==> src/pkg/fdmac_pkg.sv <==
// package for the multiply-accumulate slice: widths, modes, carrier structs
// assumes a single clk_sys domain; no bus, no registers reached by software
package fdmac_pkg;

  // ==========================================================
  // mode encoding
  typedef enum logic [3:0] {
    FDMAC_MODE_NORMAL = 4'h1,
    FDMAC_MODE_DUAL = 4'h2,
    FDMAC_MODE_QUAD = 4'h4,
    FDMAC_MODE_FLOAT = 4'h8
  } fdmac_mode_e;

  // ==========================================================
  // operand and result widths
  localparam int unsigned FDMAC_A_W = 19;
  localparam int unsigned FDMAC_B_W = 18;
  localparam int unsigned FDMAC_ACC_W = 48;
  localparam int unsigned FDMAC_SH_W = 4;
  localparam int unsigned FDMAC_D_A_W = 11;
  localparam int unsigned FDMAC_D_B_W = 10;
  localparam int unsigned FDMAC_D8_W = 8;
  localparam int unsigned FDMAC_DACC_W = 24;
  localparam int unsigned FDMAC_Q_A_W = 7;
  localparam int unsigned FDMAC_Q_B_W = 6;
  localparam int unsigned FDMAC_Q4_W = 4;
  localparam int unsigned FDMAC_QACC_W = 12;
  localparam int unsigned FDMAC_BF_W = 16;
  // lane field bases inside the packed operand words
  localparam int unsigned FDMAC_LANE1_A = 11;
  localparam int unsigned FDMAC_LANE1_B = 10;
  localparam int unsigned FDMAC_QL_A = 7;
  localparam int unsigned FDMAC_QL_B = 6;
  // bfloat16 layout
  localparam int unsigned FDMAC_BF_EXP_W = 8;
  localparam int unsigned FDMAC_BF_MAN_W = 7;
  localparam logic [7:0] FDMAC_BF_BIAS = 8'h7F;

  // ==========================================================
  // operation select carried with each request
  typedef struct packed {
    logic use_add;     // product feeds adder, else bypass
    logic subtract;    // adder subtracts instead of adding
    logic accumulate;  // adder second term is the running result
  } fdmac_op_s;

  // operand group from the fabric
  typedef struct packed {
    logic [FDMAC_A_W-1:0] a;
    logic [FDMAC_B_W-1:0] b;
    logic [FDMAC_ACC_W-1:0] c;
    logic [FDMAC_SH_W-1:0] shift;
  } fdmac_in_s;

endpackage : fdmac_pkg

==> src/fdmac_lane.sv <==
// one integer multiply / add-sub / accumulate / right-shift lane
// assumes operands already sliced and zero-filled by the caller
`timescale 1ns/1ps
module fdmac_lane #(
  parameter int unsigned AW = 19,
  parameter int unsigned BW = 18,
  parameter int unsigned RW = 48
) (
  input wire logic [AW-1:0] a,
  input wire logic [BW-1:0] b,
  input wire logic [RW-1:0] c,
  input wire logic [RW-1:0] acc,
  input wire logic [fdmac_pkg::FDMAC_SH_W-1:0] shift,
  input wire logic signed_mode,
  input wire fdmac_pkg::fdmac_op_s op,
  output logic [RW-1:0] result
);

  // ==========================================================
  // multiply, add-sub, shift
  logic signed [AW:0] a_x;
  logic signed [BW:0] b_x;
  logic signed [AW+BW+1:0] prod;
  logic [RW-1:0] prod_t;
  logic [RW-1:0] term;
  logic [RW-1:0] sum;

  always_comb begin
    // sign or zero extend per configuration
    a_x = signed_mode ? {a[AW-1], a} : {1'b0, a};
    b_x = signed_mode ? {b[BW-1], b} : {1'b0, b};
    prod = a_x * b_x;
    // sign-extend a narrow product, truncate a wide one to lane width
    prod_t = RW'(prod);
    term = op.accumulate ? acc : c;
    if (!op.use_add) begin
      sum = prod_t;
    end else if (op.subtract) begin
      sum = term - prod_t;
    end else begin
      sum = term + prod_t;
    end
    // variable right shift, arithmetic when signed
    if (signed_mode) begin
      result = RW'($signed(sum) >>> shift);
    end else begin
      result = sum >> shift;
    end
  end

endmodule : fdmac_lane

==> src/fdmac_top.sv <==
// multiply-accumulate slice: four modes, integer lanes and bfloat16 path
// assumes operands from fabric logic on clk_sys, static mode and signedness
`timescale 1ns/1ps
module fdmac_top #(
  parameter fdmac_pkg::fdmac_mode_e MODE = fdmac_pkg::FDMAC_MODE_NORMAL,
  parameter bit SIGNED_MODE = 1'b1
) (
  input wire logic clk_sys,
  input wire logic reset_n,
  input wire logic clk_en,
  input wire fdmac_pkg::fdmac_in_s din,
  input wire fdmac_pkg::fdmac_op_s op,
  output logic [fdmac_pkg::FDMAC_ACC_W-1:0] result,
  output logic result_valid
);

  localparam int unsigned RW = fdmac_pkg::FDMAC_ACC_W;
  localparam int unsigned DW = fdmac_pkg::FDMAC_DACC_W;
  localparam int unsigned QW = fdmac_pkg::FDMAC_QACC_W;
  localparam int unsigned BFW = fdmac_pkg::FDMAC_BF_W;
  localparam int unsigned EW = fdmac_pkg::FDMAC_BF_EXP_W;
  localparam int unsigned MW = fdmac_pkg::FDMAC_BF_MAN_W;

  // ==========================================================
  // state: accumulator doubles as the registered result
  typedef struct packed {
    logic [RW-1:0] acc;
    logic valid;
  } fdmac_state_s;

  fdmac_state_s s_q;
  fdmac_state_s s_d;

  // ==========================================================
  // integer lanes
  logic [RW-1:0] n_res;
  logic [DW-1:0] d_res [2];
  logic [QW-1:0] q_res [4];
  logic signed_cfg;

  assign signed_cfg = SIGNED_MODE;

  // normal lane 19x18, 48-bit
  fdmac_lane #(.AW(fdmac_pkg::FDMAC_A_W), .BW(fdmac_pkg::FDMAC_B_W),
    .RW(RW)) u_norm (
    .a(din.a), .b(din.b), .c(din.c), .acc(s_q.acc),
    .shift(din.shift), .signed_mode(signed_cfg), .op(op),
    .result(n_res));

  // dual: 11x10 on low fields, 8x8 above, 24-bit each
  fdmac_lane #(.AW(fdmac_pkg::FDMAC_D_A_W), .BW(fdmac_pkg::FDMAC_D_B_W),
    .RW(DW)) u_dual0 (
    .a(din.a[fdmac_pkg::FDMAC_D_A_W-1:0]),
    .b(din.b[fdmac_pkg::FDMAC_D_B_W-1:0]),
    .c(din.c[DW-1:0]), .acc(s_q.acc[DW-1:0]),
    .shift(din.shift), .signed_mode(signed_cfg), .op(op),
    .result(d_res[0]));

  fdmac_lane #(.AW(fdmac_pkg::FDMAC_D8_W), .BW(fdmac_pkg::FDMAC_D8_W),
    .RW(DW)) u_dual1 (
    .a(din.a[fdmac_pkg::FDMAC_LANE1_A +: fdmac_pkg::FDMAC_D8_W]),
    .b(din.b[fdmac_pkg::FDMAC_LANE1_B +: fdmac_pkg::FDMAC_D8_W]),
    .c(din.c[DW +: DW]), .acc(s_q.acc[DW +: DW]),
    .shift(din.shift), .signed_mode(signed_cfg), .op(op),
    .result(d_res[1]));

  // quad: 7x6 lane truncated to 12 bits, then three 4x4 lanes
  fdmac_lane #(.AW(fdmac_pkg::FDMAC_Q_A_W), .BW(fdmac_pkg::FDMAC_Q_B_W),
    .RW(QW)) u_quad0 (
    .a(din.a[fdmac_pkg::FDMAC_Q_A_W-1:0]),
    .b(din.b[fdmac_pkg::FDMAC_Q_B_W-1:0]),
    .c(din.c[QW-1:0]), .acc(s_q.acc[QW-1:0]),
    .shift(din.shift), .signed_mode(signed_cfg), .op(op),
    .result(q_res[0]));

  genvar gi;
  generate
    for (gi = 1; gi < 4; gi++) begin : g_quad
      fdmac_lane #(.AW(fdmac_pkg::FDMAC_Q4_W),
        .BW(fdmac_pkg::FDMAC_Q4_W), .RW(QW)) u_q4 (
        .a(din.a[fdmac_pkg::FDMAC_QL_A + (gi-1)*fdmac_pkg::FDMAC_Q4_W
          +: fdmac_pkg::FDMAC_Q4_W]),
        .b(din.b[fdmac_pkg::FDMAC_QL_B + (gi-1)*fdmac_pkg::FDMAC_Q4_W
          +: fdmac_pkg::FDMAC_Q4_W]),
        .c(din.c[gi*QW +: QW]), .acc(s_q.acc[gi*QW +: QW]),
        .shift(din.shift), .signed_mode(signed_cfg), .op(op),
        .result(q_res[gi]));
    end
  endgenerate

  // ==========================================================
  // bfloat16 helpers
  // multiply two bfloat16 values, truncating the mantissa
  function automatic logic [BFW-1:0] bf_mul(input logic [BFW-1:0] x,
    input logic [BFW-1:0] y);
    logic [MW:0] mx;
    logic [MW:0] my;
    logic [2*MW+1:0] mp;
    logic [EW+1:0] e;
    logic [MW-1:0] m;
    mx = {1'b1, x[MW-1:0]};
    my = {1'b1, y[MW-1:0]};
    mp = mx * my;
    e = {2'b00, x[BFW-2 -: EW]} + {2'b00, y[BFW-2 -: EW]}
      - {2'b00, fdmac_pkg::FDMAC_BF_BIAS};
    if (mp[2*MW+1]) begin
      m = mp[2*MW -: MW];
      e = e + {{(EW+1){1'b0}}, 1'b1};
    end else begin
      m = mp[2*MW-1 -: MW];
    end
    if (x[BFW-2:MW] == '0 || y[BFW-2:MW] == '0 || e[EW+1]) begin
      bf_mul = {x[BFW-1] ^ y[BFW-1], {(BFW-1){1'b0}}};
    end else if (e[EW]) begin
      bf_mul = {x[BFW-1] ^ y[BFW-1], {EW{1'b1}}, {MW{1'b0}}};
    end else begin
      bf_mul = {x[BFW-1] ^ y[BFW-1], e[EW-1:0], m};
    end
  endfunction : bf_mul

  // add two bfloat16 values, truncating alignment bits
  function automatic logic [BFW-1:0] bf_add(input logic [BFW-1:0] x,
    input logic [BFW-1:0] y);
    logic [BFW-1:0] big;
    logic [BFW-1:0] sml;
    logic [EW-1:0] d;
    logic [MW+2:0] mb;
    logic [MW+2:0] ms;
    logic [MW+2:0] mr;
    logic [EW-1:0] e;
    integer k;
    if (x[BFW-2:0] >= y[BFW-2:0]) begin
      big = x;
      sml = y;
    end else begin
      big = y;
      sml = x;
    end
    d = big[BFW-2:MW] - sml[BFW-2:MW];
    mb = {2'b01, big[MW-1:0], 1'b0};
    ms = (sml[BFW-2:MW] == '0) ? '0 : ({2'b01, sml[MW-1:0], 1'b0} >> d);
    mr = (big[BFW-1] == sml[BFW-1]) ? mb + ms : mb - ms;
    e = big[BFW-2:MW];
    if (big[BFW-2:MW] == '0) begin
      bf_add = sml;
    end else if (mr == '0) begin
      bf_add = '0;
    end else if (mr[MW+2]) begin
      bf_add = {big[BFW-1], EW'(e + 1'b1), mr[MW+1 -: MW]};
    end else begin
      for (k = 0; k < MW + 1; k++) begin
        if (!mr[MW+1] && e != '0) begin
          mr = mr << 1;
          e = e - 1'b1;
        end
      end
      bf_add = {big[BFW-1], e, mr[MW -: MW]};
    end
  endfunction : bf_add

  // multiply truncated to bfloat16, then add, subtract or accumulate
  logic [BFW-1:0] f_prod;
  logic [BFW-1:0] f_term;
  logic [BFW-1:0] f_res;

  always_comb begin
    f_prod = bf_mul(din.a[BFW-1:0], din.b[BFW-1:0]);
    f_term = op.accumulate ? s_q.acc[BFW-1:0] : din.c[BFW-1:0];
    if (!op.use_add) begin
      f_res = f_prod;
    end else if (op.subtract) begin
      f_res = bf_add(f_term, {~f_prod[BFW-1], f_prod[BFW-2:0]});
    end else begin
      f_res = bf_add(f_term, f_prod);
    end
  end

  // ==========================================================
  // next state: pick lanes per mode
  always_comb begin
    s_d = s_q;
    s_d.valid = clk_en;
    if (clk_en) begin
      unique case (MODE)
        fdmac_pkg::FDMAC_MODE_NORMAL: s_d.acc = n_res;
        fdmac_pkg::FDMAC_MODE_DUAL: s_d.acc = {d_res[1], d_res[0]};
        fdmac_pkg::FDMAC_MODE_QUAD:
          s_d.acc = {q_res[3], q_res[2], q_res[1], q_res[0]};
        fdmac_pkg::FDMAC_MODE_FLOAT:
          s_d.acc = {{(RW-BFW){1'b0}}, f_res};
        default: s_d.acc = '0;
      endcase
    end
  end

  // running result register
  always_ff @(posedge clk_sys or negedge reset_n) begin
    if (!reset_n) begin
      s_q <= '0;
    end else begin
      s_q <= s_d;
    end
  end

  assign result = s_q.acc;
  assign result_valid = s_q.valid;

endmodule : fdmac_top

==> config.mk <==
export PLATFORM = sky130hd
export DESIGN_NAME = fdmac_top
export DESIGN_NICKNAME = d
export VERILOG_FILES = /design/src/pkg/fdmac_pkg.sv /design/src/fdmac_lane.sv /design/src/fdmac_top.sv
export SDC_FILE = /design/constraint.sdc
export NUM_CORES = 1
export LEC_CHECK = 0
export BUFFER_PORTS_ARGS = -buffer_cell sky130_fd_sc_hd__buf_4
export CAP_MARGIN = 20
export CORE_MARGIN = 1
export CORE_UTILIZATION = 30
export CTS_BUF_LIST = sky130_fd_sc_hd__clkbuf_8
export DETAILED_ROUTE_END_ITERATION = 12
export PLACE_DENSITY = 0.57
export SLEW_MARGIN = 10
export SYNTH_ARGS = -nofsm -noshare
export SYNTH_HDL_FRONTEND = slang
export SYNTH_SLANG_ARGS = --single-unit
==> constraint.sdc <==
create_clock -name clk_sys -period 6.28 [get_ports clk_sys]
set_input_delay 0.628 -clock clk_sys [delete_from_list [all_inputs] [get_ports clk_sys]]
set_output_delay 0.628 -clock clk_sys [all_outputs]
set_load 0.02 [all_outputs]
=== Word-level counts from Yosys, hierarchy flattened ===
Index checks and enable logic that the tools add are counted.

* Register bits: 49
* Input port bits: 95
* Output and inout bits: 49

* Add/subtract/negate cells: 2
* $mul: 1
* Shift operators: 1
* Mux-type cells: 3

{| class="wikitable"
|+ Operator list
! cell !! count
|-
| 48-bit 2-to-1 mux || 3
|-
| 48-bit adder || 1
|-
| 48-bit by 4-bit >>> shifter with 48-bit output || 1
|-
| 48-bit subtractor || 1
|-
| 19-bit by 18-bit multiplier with 37-bit output || 1
|}

=== Depth between registers and ports, before layout ===
Gate-level depths: netlist of run 1.

* Word-level depth: 5
* Gate-level depth with buffers: 45
* Gate-level depth less buffers: 39

=== Modules after synthesis ===
From an unflattened synthesis of run 1, not the netlist that was laid out.

* Cell total of the unflattened synthesis: 2931
* Area total of the unflattened synthesis: 24509.8 um^2

{| class="wikitable"
|+ Modules (own cells, without submodules)
! module !! instances !! cells each !! area an instance (um^2)
|-
| fdmac_lane || 1 || 2828 || 22620.4
|-
| fdmac_top || 1 || 103 || 1889.3
|}

=== Least setup slack after synthesis of run 1 ===
OpenSTA, ideal clock, no wires.

* Path type: input port to flip-flop
* Start point: input port din[88] (netlist bit)
* End point: register s_q, in the netlist result[38]
* Library setup time: 0.126 ns
* Data arrival time: 10.325 ns
* Data required time: 6.154 ns
* Setup slack: -4.171 ns
* Cell stages on the path: 45
* Path through: clkbuf_1 -> clkbuf_1 -> nand2_1 -> inv_1 -> fa_1 -> inv_1 -> fa_1 -> inv_1 -> ha_1 -> inv_1 -> fa_1 -> inv_1 -> fa_1 -> inv_1 -> fa_1 -> inv_1 -> ha_1 -> clkbuf_1 -> [... 9 more ...] -> a21oi_1 -> a21oi_1 -> ha_1 -> clkbuf_1 -> a21oi_1 -> o21ai_0 -> o21ba_2 -> clkbuf_1 -> o221a_2 -> o21ai_0 -> o31ai_1 -> a2111oi_0 -> nor4b_1 -> nand3_2 -> buf_6 -> mux2i_1 -> nor2_1 -> a221o_1

* Word-level cells in the longest chain between the ends: 5

{| class="wikitable"
|+ RTL lines
! what !! RTL line !! RTL
|-
| start, declared || fdmac_top.sv:11 || <nowiki>input wire fdmac_pkg::fdmac_in_s din,</nowiki>
|-
| 19-bit by 18-bit multiplier with 37-bit output (*) || fdmac_lane.sv:32 || <nowiki>prod = a_x * b_x;</nowiki>
|-
| 48-bit adder / 48-bit subtractor (equally long branches) || fdmac_lane.sv:41, fdmac_lane.sv:39 ||
|-
| 48-bit 2-to-1 mux || fdmac_lane.sv:38 || <nowiki>end else if (op.subtract) begin</nowiki>
|-
| 48-bit 2-to-1 mux (*) || fdmac_lane.sv:36 || <nowiki>if (!op.use_add) begin</nowiki>
|-
| 48-bit by 4-bit >>> shifter with 48-bit output (*) || fdmac_lane.sv:45 || <nowiki>result = RW'($signed(sum) >>> shift);</nowiki>
|-
| end signal, assigned || fdmac_top.sv:199 || <nowiki>s_q <= '0;</nowiki>
|-
| end signal, assigned || fdmac_top.sv:201 || <nowiki>s_q <= s_d;</nowiki>
|-
| end, declared || fdmac_top.sv:31 || <nowiki>fdmac_state_s s_q;</nowiki>
|}

Mark *: on every way between the ends. The rest lies on a longest branch, timed or not.
A chain may end at the register's enable or synchronous reset.

=== Final worst setup path of run 1 ===
* Start point: input port din[79] (netlist bit)
* End point: register s_q, in the netlist result[27]

Same word-level chain as after synthesis.

==> results of run 1 <==
[per-layer routing]
layer / vias to the layer above / GRT usage / wire (um)
met1: 10912 / 0.247 / 31700
li1: 10404 / - / -
met5: - / 0 / 0
met4: 0 / 0.0567 / 2500
met2: 475 / 0.356 / 38400
met3: 105 / 0.0105 / 2360
[cells in the final DEF, fill, tap and decap left out, drive strengths merged, types with 35 or more instances in the layout]
master / n
nor3: 35
mux2i: 55
and2: 189
fa: 346
o21ai: 78
mux2: 66
inv: 417
xnor2: 70
nor2: 129
ha: 143
a21o: 39
buf: 790
a21oi: 150
dfrtp: 49
nand2: 287
[cells by family (layout without fill, tap and decap cells)]
logic type                 after synthesis  after routing
adders and majority gates              489            489
muxes                                  133            133
AOI/OAI and AO/OA                      557            557
xor gates and xnor gates                97             97
buffers and inverters                  572           1217
and+or+nand+nor                        825            825
DFF                                     49             49
[final cells by class]
class | instances | area [um2]
fillers | 7509 | 43400
clock buffers | 6 | 82.6
inverters | 419 | 1580
multi-input cells | 2101 | 21000
clock inverters | 2 | 13.8
well taps | 969 | 1210
flip-flops and latches | 49 | 1230
repair buffers | 790 | 6270
[worst max path at each step]
stage / endpoint / cells past startpoint
6_report: result[27] / 44
5_1_grt: result[19] / 38
4_1_cts: result[27] / 37
3_5_place_dp: result[38] / 36
3_3_place_gp: result[30] / 39
2_1_floorplan: result[38] / 41
[stage by stage]
stage / hold slack, ns / setup TNS [ns] / util / worst slack, ns
CTS: 0.338 / -140.67 / 0.407 / -3.26
detailed placement: 0.509 / -169.67 / 0.392 / -3.94
finish: 0.315 / -139.98 / 0.419 / -3.28
floorplan: 0.332 / -125.94 / - / -3.06
global route: 0.355 / -156.36 / 0.419 / -3.61
global placement: 0.507 / -170.71 / 0.392 / -4.06
[flip-flops by register name (all words and copies together), names as in the netlist]
| name | flops |
|---|---|
| result | 48 |
| result_valid | 1 |
[what timing repair did]
action	in CTS	in global routing
endpoints found under the setup margin	48	48
setup buffers	44	29
hold endpoints to repair	0	0
gates resized for setup	164	178
pin swaps	84	142
==> flow_summary.json, run 1 <==
{
  "setup_viol": 48,
  "synth-edff-count": 0,
  "path_class": "primary input to flop",
  "start_kind": "primary input",
  "reg2reg_from": "result[1]",
  "placeableCoreArea_um2": 74800,
  "yosysUniqueCellTypes": 111,
  "worstPathRequired_ns": 6.50,
  "grt_max_degree": 51,
  "slowest_delay_ns": 0.57,
  "clk_path_buf_depth": 2,
  "design_area_um2": 31400,
  "period_minus_slack_ns": 9.56,
  "clock_skew_ns": 0.00909,
  "die_h_um": 278,
  "setup.worst_path.end_class": "flop",
  "layout.cells.non_filler": 4336,
  "status": "finished with violations",
  "dp.final_hpwl_um": 63800,
  "syn_inst": 2722,
  "min_period_over_period": 1.52,
  "place_area_um2": 29300,
  "yosysWarnings": 0,
  "synth.cell_area_um2": 22800,
  "clkLatencyLatePin_ns": 0.33,
  "cts_tree": "done",
  "synth_top_family_by_area": "adder cells",
  "crit_family": "adder cells",
  "max_slew_margin": 0.283,
  "reg2reg_setup_slack_ns": 1.81,
  "via_per_inst": 5.05,
  "yosysMostFrequentCell": "inv_1",
  "synth_top_area_frac": 0.303,
  "hp-class": "primary input to async pin",
  "drt-total-wl_um": 74900,
  "r2r_cells": 16,
  "final_antenna_net_count": 0,
  "synth_fa_ha_area_frac": 0.382,
  "drc_errors": 0,
  "fp.dieW_um": 278,
  "path_max_fanout": 7,
  "initial_utilization": 0.305,
  "ys_top_cells_by_count": "418 x inv_1, 346 x fa_1, 287 x nand2_1",
  "grt_pass1_vias": 22718,
  "synth_flop_cell": "dfrtp_1",
  "grt_pass1_wl_um": 121000,
  "cts_buffers": 5,
  "place_inst": 4266,
  "antenna_cells": 0,
  "h-tree-depth": 2,
  "slew_viol_final": 0,
  "cts.clk_slew.worst_paths_ns": 0.10,
  "grt_usage": 0.195,
  "fp-row-count": 100,
  "grt_overflow": 0,
  "synth_fp_nets": 3306,
  "synth_simple_gate_area_frac": 0.182,
  "synth_xor_xnor_area_share": 0.0372,
  "drive_above_1_share": 0.361,
  "io_pins": 144,
  "die-area_um2": 77200,
  "synth_top_cell_by_area": "fa_1",
  "clock-sinks": 49,
  "fin_ws_ns": -3.28,
  "routedWlPerCell_um": 17.3,
  "drt_iter0_markers": 1240,
  "antenna_found_initial": 0,
  "clockRootBuffer": "clkbuf_8",
  "port_buffers": 143,
  "yosys-top-cells-area": "fa_1 30%, ha_1 7.8%, inv_1 6.9%",
  "crit_path_start": "din[79]",
  "area_growth_pct": 37.5,
  "firstDrtPassIters": 5,
  "worst_slew_pin_slew_ns": 1.07,
  "fmax_mhz": 105,
  "rsz0062_at_grt": "yes",
  "num_vias": 21896,
  "synth_seq_cells": 49,
  "ys_seq_area_frac": 0.0537,
  "hold_viol": 0,
  "drv_cap": 0,
  "async_reset_ff_frac": 1.00,
  "slowest_stage": "or4_4",
  "synth_mux_area_frac": 0.0687,
  "synth_compound_area_frac": 0.172,
  "cp_num_buf_inv": 13,
  "nets": 3950,
  "reg2reg_to": "result[32]",
  "syn_avg_cell_area_um2": 8.38,
  "critPathArrivalTime_ns": 9.78,
  "cts_hold_buffers": 0,
  "place_congestion": 0.943,
  "violations": "setup timing"
}
Power of run 1 is left out: the tool's default activity adds up to more than one toggle a clock period on the data nets, which glitch-free logic cannot reach.
==> run 2: changes to the inputs <==
--- a/config.mk
+++ b/config.mk
@@ -9,7 +9,7 @@
 export CAP_MARGIN = 20
 export CORE_MARGIN = 1
 export CORE_UTILIZATION = 30
-export CTS_BUF_LIST = sky130_fd_sc_hd__clkbuf_8
+export CTS_BUF_LIST = sky130_fd_sc_hd__clkbuf_2
 export DETAILED_ROUTE_END_ITERATION = 12
 export PLACE_DENSITY = 0.57
 export SLEW_MARGIN = 10
==> run 2 against run 1 <==
Net effect: die area unchanged; design area up 0.24%; wire length down 0.13%; sequential share of layout area about the same; the run still ends with setup timing left; critical path depth down 2; core utilization up 0.099 points; clock-buffer cell count down 1.
==> flow_summary.json, run 2 (synthesis results as in run 1) <==
{
  "status": "finished with violations",
  "violations": "setup timing",
  "place_inst": 4266,
  "worstPathRequired_ns": 6.69,
  "slowest_delay_ns": 0.55,
  "drc_errors": 0,
  "die-area_um2": 77200,
  "routedWlPerCell_um": 17.2,
  "min_period_over_period": 1.48,
  "period_minus_slack_ns": 9.28,
  "fmax_mhz": 108,
  "setup_viol": 48,
  "fp-row-count": 100,
  "placeableCoreArea_um2": 74800,
  "antenna_found_initial": 1,
  "cts_tree": "done",
  "h-tree-depth": 2,
  "drt-total-wl_um": 74800,
  "layout.cells.non_filler": 4339,
  "clock-sinks": 49,
  "drive_above_1_share": 0.367,
  "grt_max_degree": 51,
  "nets": 3952,
  "fp.dieW_um": 278,
  "grt_usage": 0.195,
  "cp_num_buf_inv": 14,
  "cts_hold_buffers": 0,
  "r2r_cells": 14,
  "path_common_cell": "buf_6",
  "initial_utilization": 0.305,
  "grt_pass1_vias": 22732,
  "area_growth_pct": 37.8,
  "io_pins": 144,
  "clk_path_buf_depth": 2,
  "slew_viol_final": 0,
  "critPathArrivalTime_ns": 9.69,
  "largest_register_ffs": 48,
  "via_per_inst": 5.04,
  "grt_overflow": 0,
  "hold_viol": 0,
  "fin_ws_ns": -3.00,
  "setup.worst_path.end_class": "flop",
  "worst_slew_pin_slew_ns": 1.06,
  "rsz0062_at_grt": "yes",
  "final_antenna_net_count": 0,
  "firstDrtPassIters": 5,
  "drv_cap": 0,
  "crit_end": "result[27]",
  "cp_num_cells": 42,
  "cts.clk_slew.worst_paths_ns": 0.26,
  "clockRootBuffer": "clkbuf_2",
  "crit_family": "adder cells",
  "die_h_um": 278,
  "slowest_stage": "mux4_2",
  "layout_commonest_cell": "buf_4",
  "cts_buffers": 5,
  "clock_skew_ns": 0.0109,
  "reg2reg_to": "result[33]",
  "num_vias": 21867,
  "path_max_fanout": 7,
  "path_class": "primary input to flop",
  "start_kind": "primary input",
  "reg2reg_from": "result[1]",
  "place_area_um2": 29300,
  "finish.utilization": 0.420,
  "design_area_um2": 31500,
  "clkLatencyLatePin_ns": 0.48,
  "dp.final_hpwl_um": 63800,
  "final_cell_mix": "725 x buf_4, 390 x inv_1, 328 x fa_1, 269 x nand2_1, 168 x and2_1",
  "grt_pass1_wl_um": 121000,
  "place_congestion": 0.943,
  "crit_path_start": "din[79]",
  "hp-class": "primary input to async pin",
  "port_buffers": 143,
  "reg2reg_setup_slack_ns": 1.80,
  "fillers": 7479,
  "max_slew_margin": 0.296,
  "drt_iter0_markers": 1210
}
[run 2: layer usage]
layer	GRT usage	vias to the layer above	share of wire
met5	0	-	0
met4	0.0503	0	0.031
met3	0.0108	97	0.027
met2	0.358	417	0.52
met1	0.247	10936	0.43
li1	-	10417	-
[run 2: how the worst min path moves through the flow]
| stage | endpoint | cells past startpoint | slack (ns) | from |
|---|---|---|---|---|
| floorplan | result[0] | 0 | 0.33 | reset_n |
| global placement | result[2] | 1 | 0.51 | result[2] |
| detailed placement | result[39] | 2 | 0.51 | result[39] |
| CTS | result[2] | 1 | 0.13 | reset_n |
| global route | result[2] | 1 | 0.12 | reset_n |
| finish | result[2] | 1 | 0.12 | reset_n |
[run 2: worst reg2reg max path, cell delays in order (launching register included)]
cell	delay (ns)
dfrtp_1	0.46
mux2_2	0.32
ha_1	0.29
nor2b_1	0.14
o31a_1	0.26
o311a_1	0.40
o21ai_1	0.60
a211oi_1	0.19
buf_4	0.18
o31ai_2	0.28
a2111oi_2	0.13
nor4b_2	0.37
nand3_4	0.21
and3_1	0.25
o32a_1	0.33
[run 2: layout make-up]
type                    instances  area, um2  share of cell area
diodes                          1       2.50           0.0000795
inverters                     419       1580              0.0502
well taps                     969       1210              0.0385
multi-input cells            2101      21100               0.670
flip-flops and latches         49       1230              0.0390
clock inverters                 3       17.5            0.000557
repair buffers                792       6330               0.201
clock buffers                   5       25.0            0.000795
[run 2: repair_timing]
action                                  in CTS  in global routing
setup buffers                               41                 25
gates cloned                                 0                  1
pin swaps                                   77                129
resized for setup                          162                202
endpoints found under the setup margin      48                 48
[run 2: stage by stage]
stage	TNS, ns	hold slack [ns]	worst slack [ns]
finish	-130.43	0.121	-3.00
global placement	-170.71	0.507	-4.06
detailed placement	-169.67	0.509	-3.94
global route	-146.26	0.123	-3.35
CTS	-130.87	0.134	-3.06
floorplan	-125.94	0.332	-3.06
Power of run 2 is left out for the same reason.
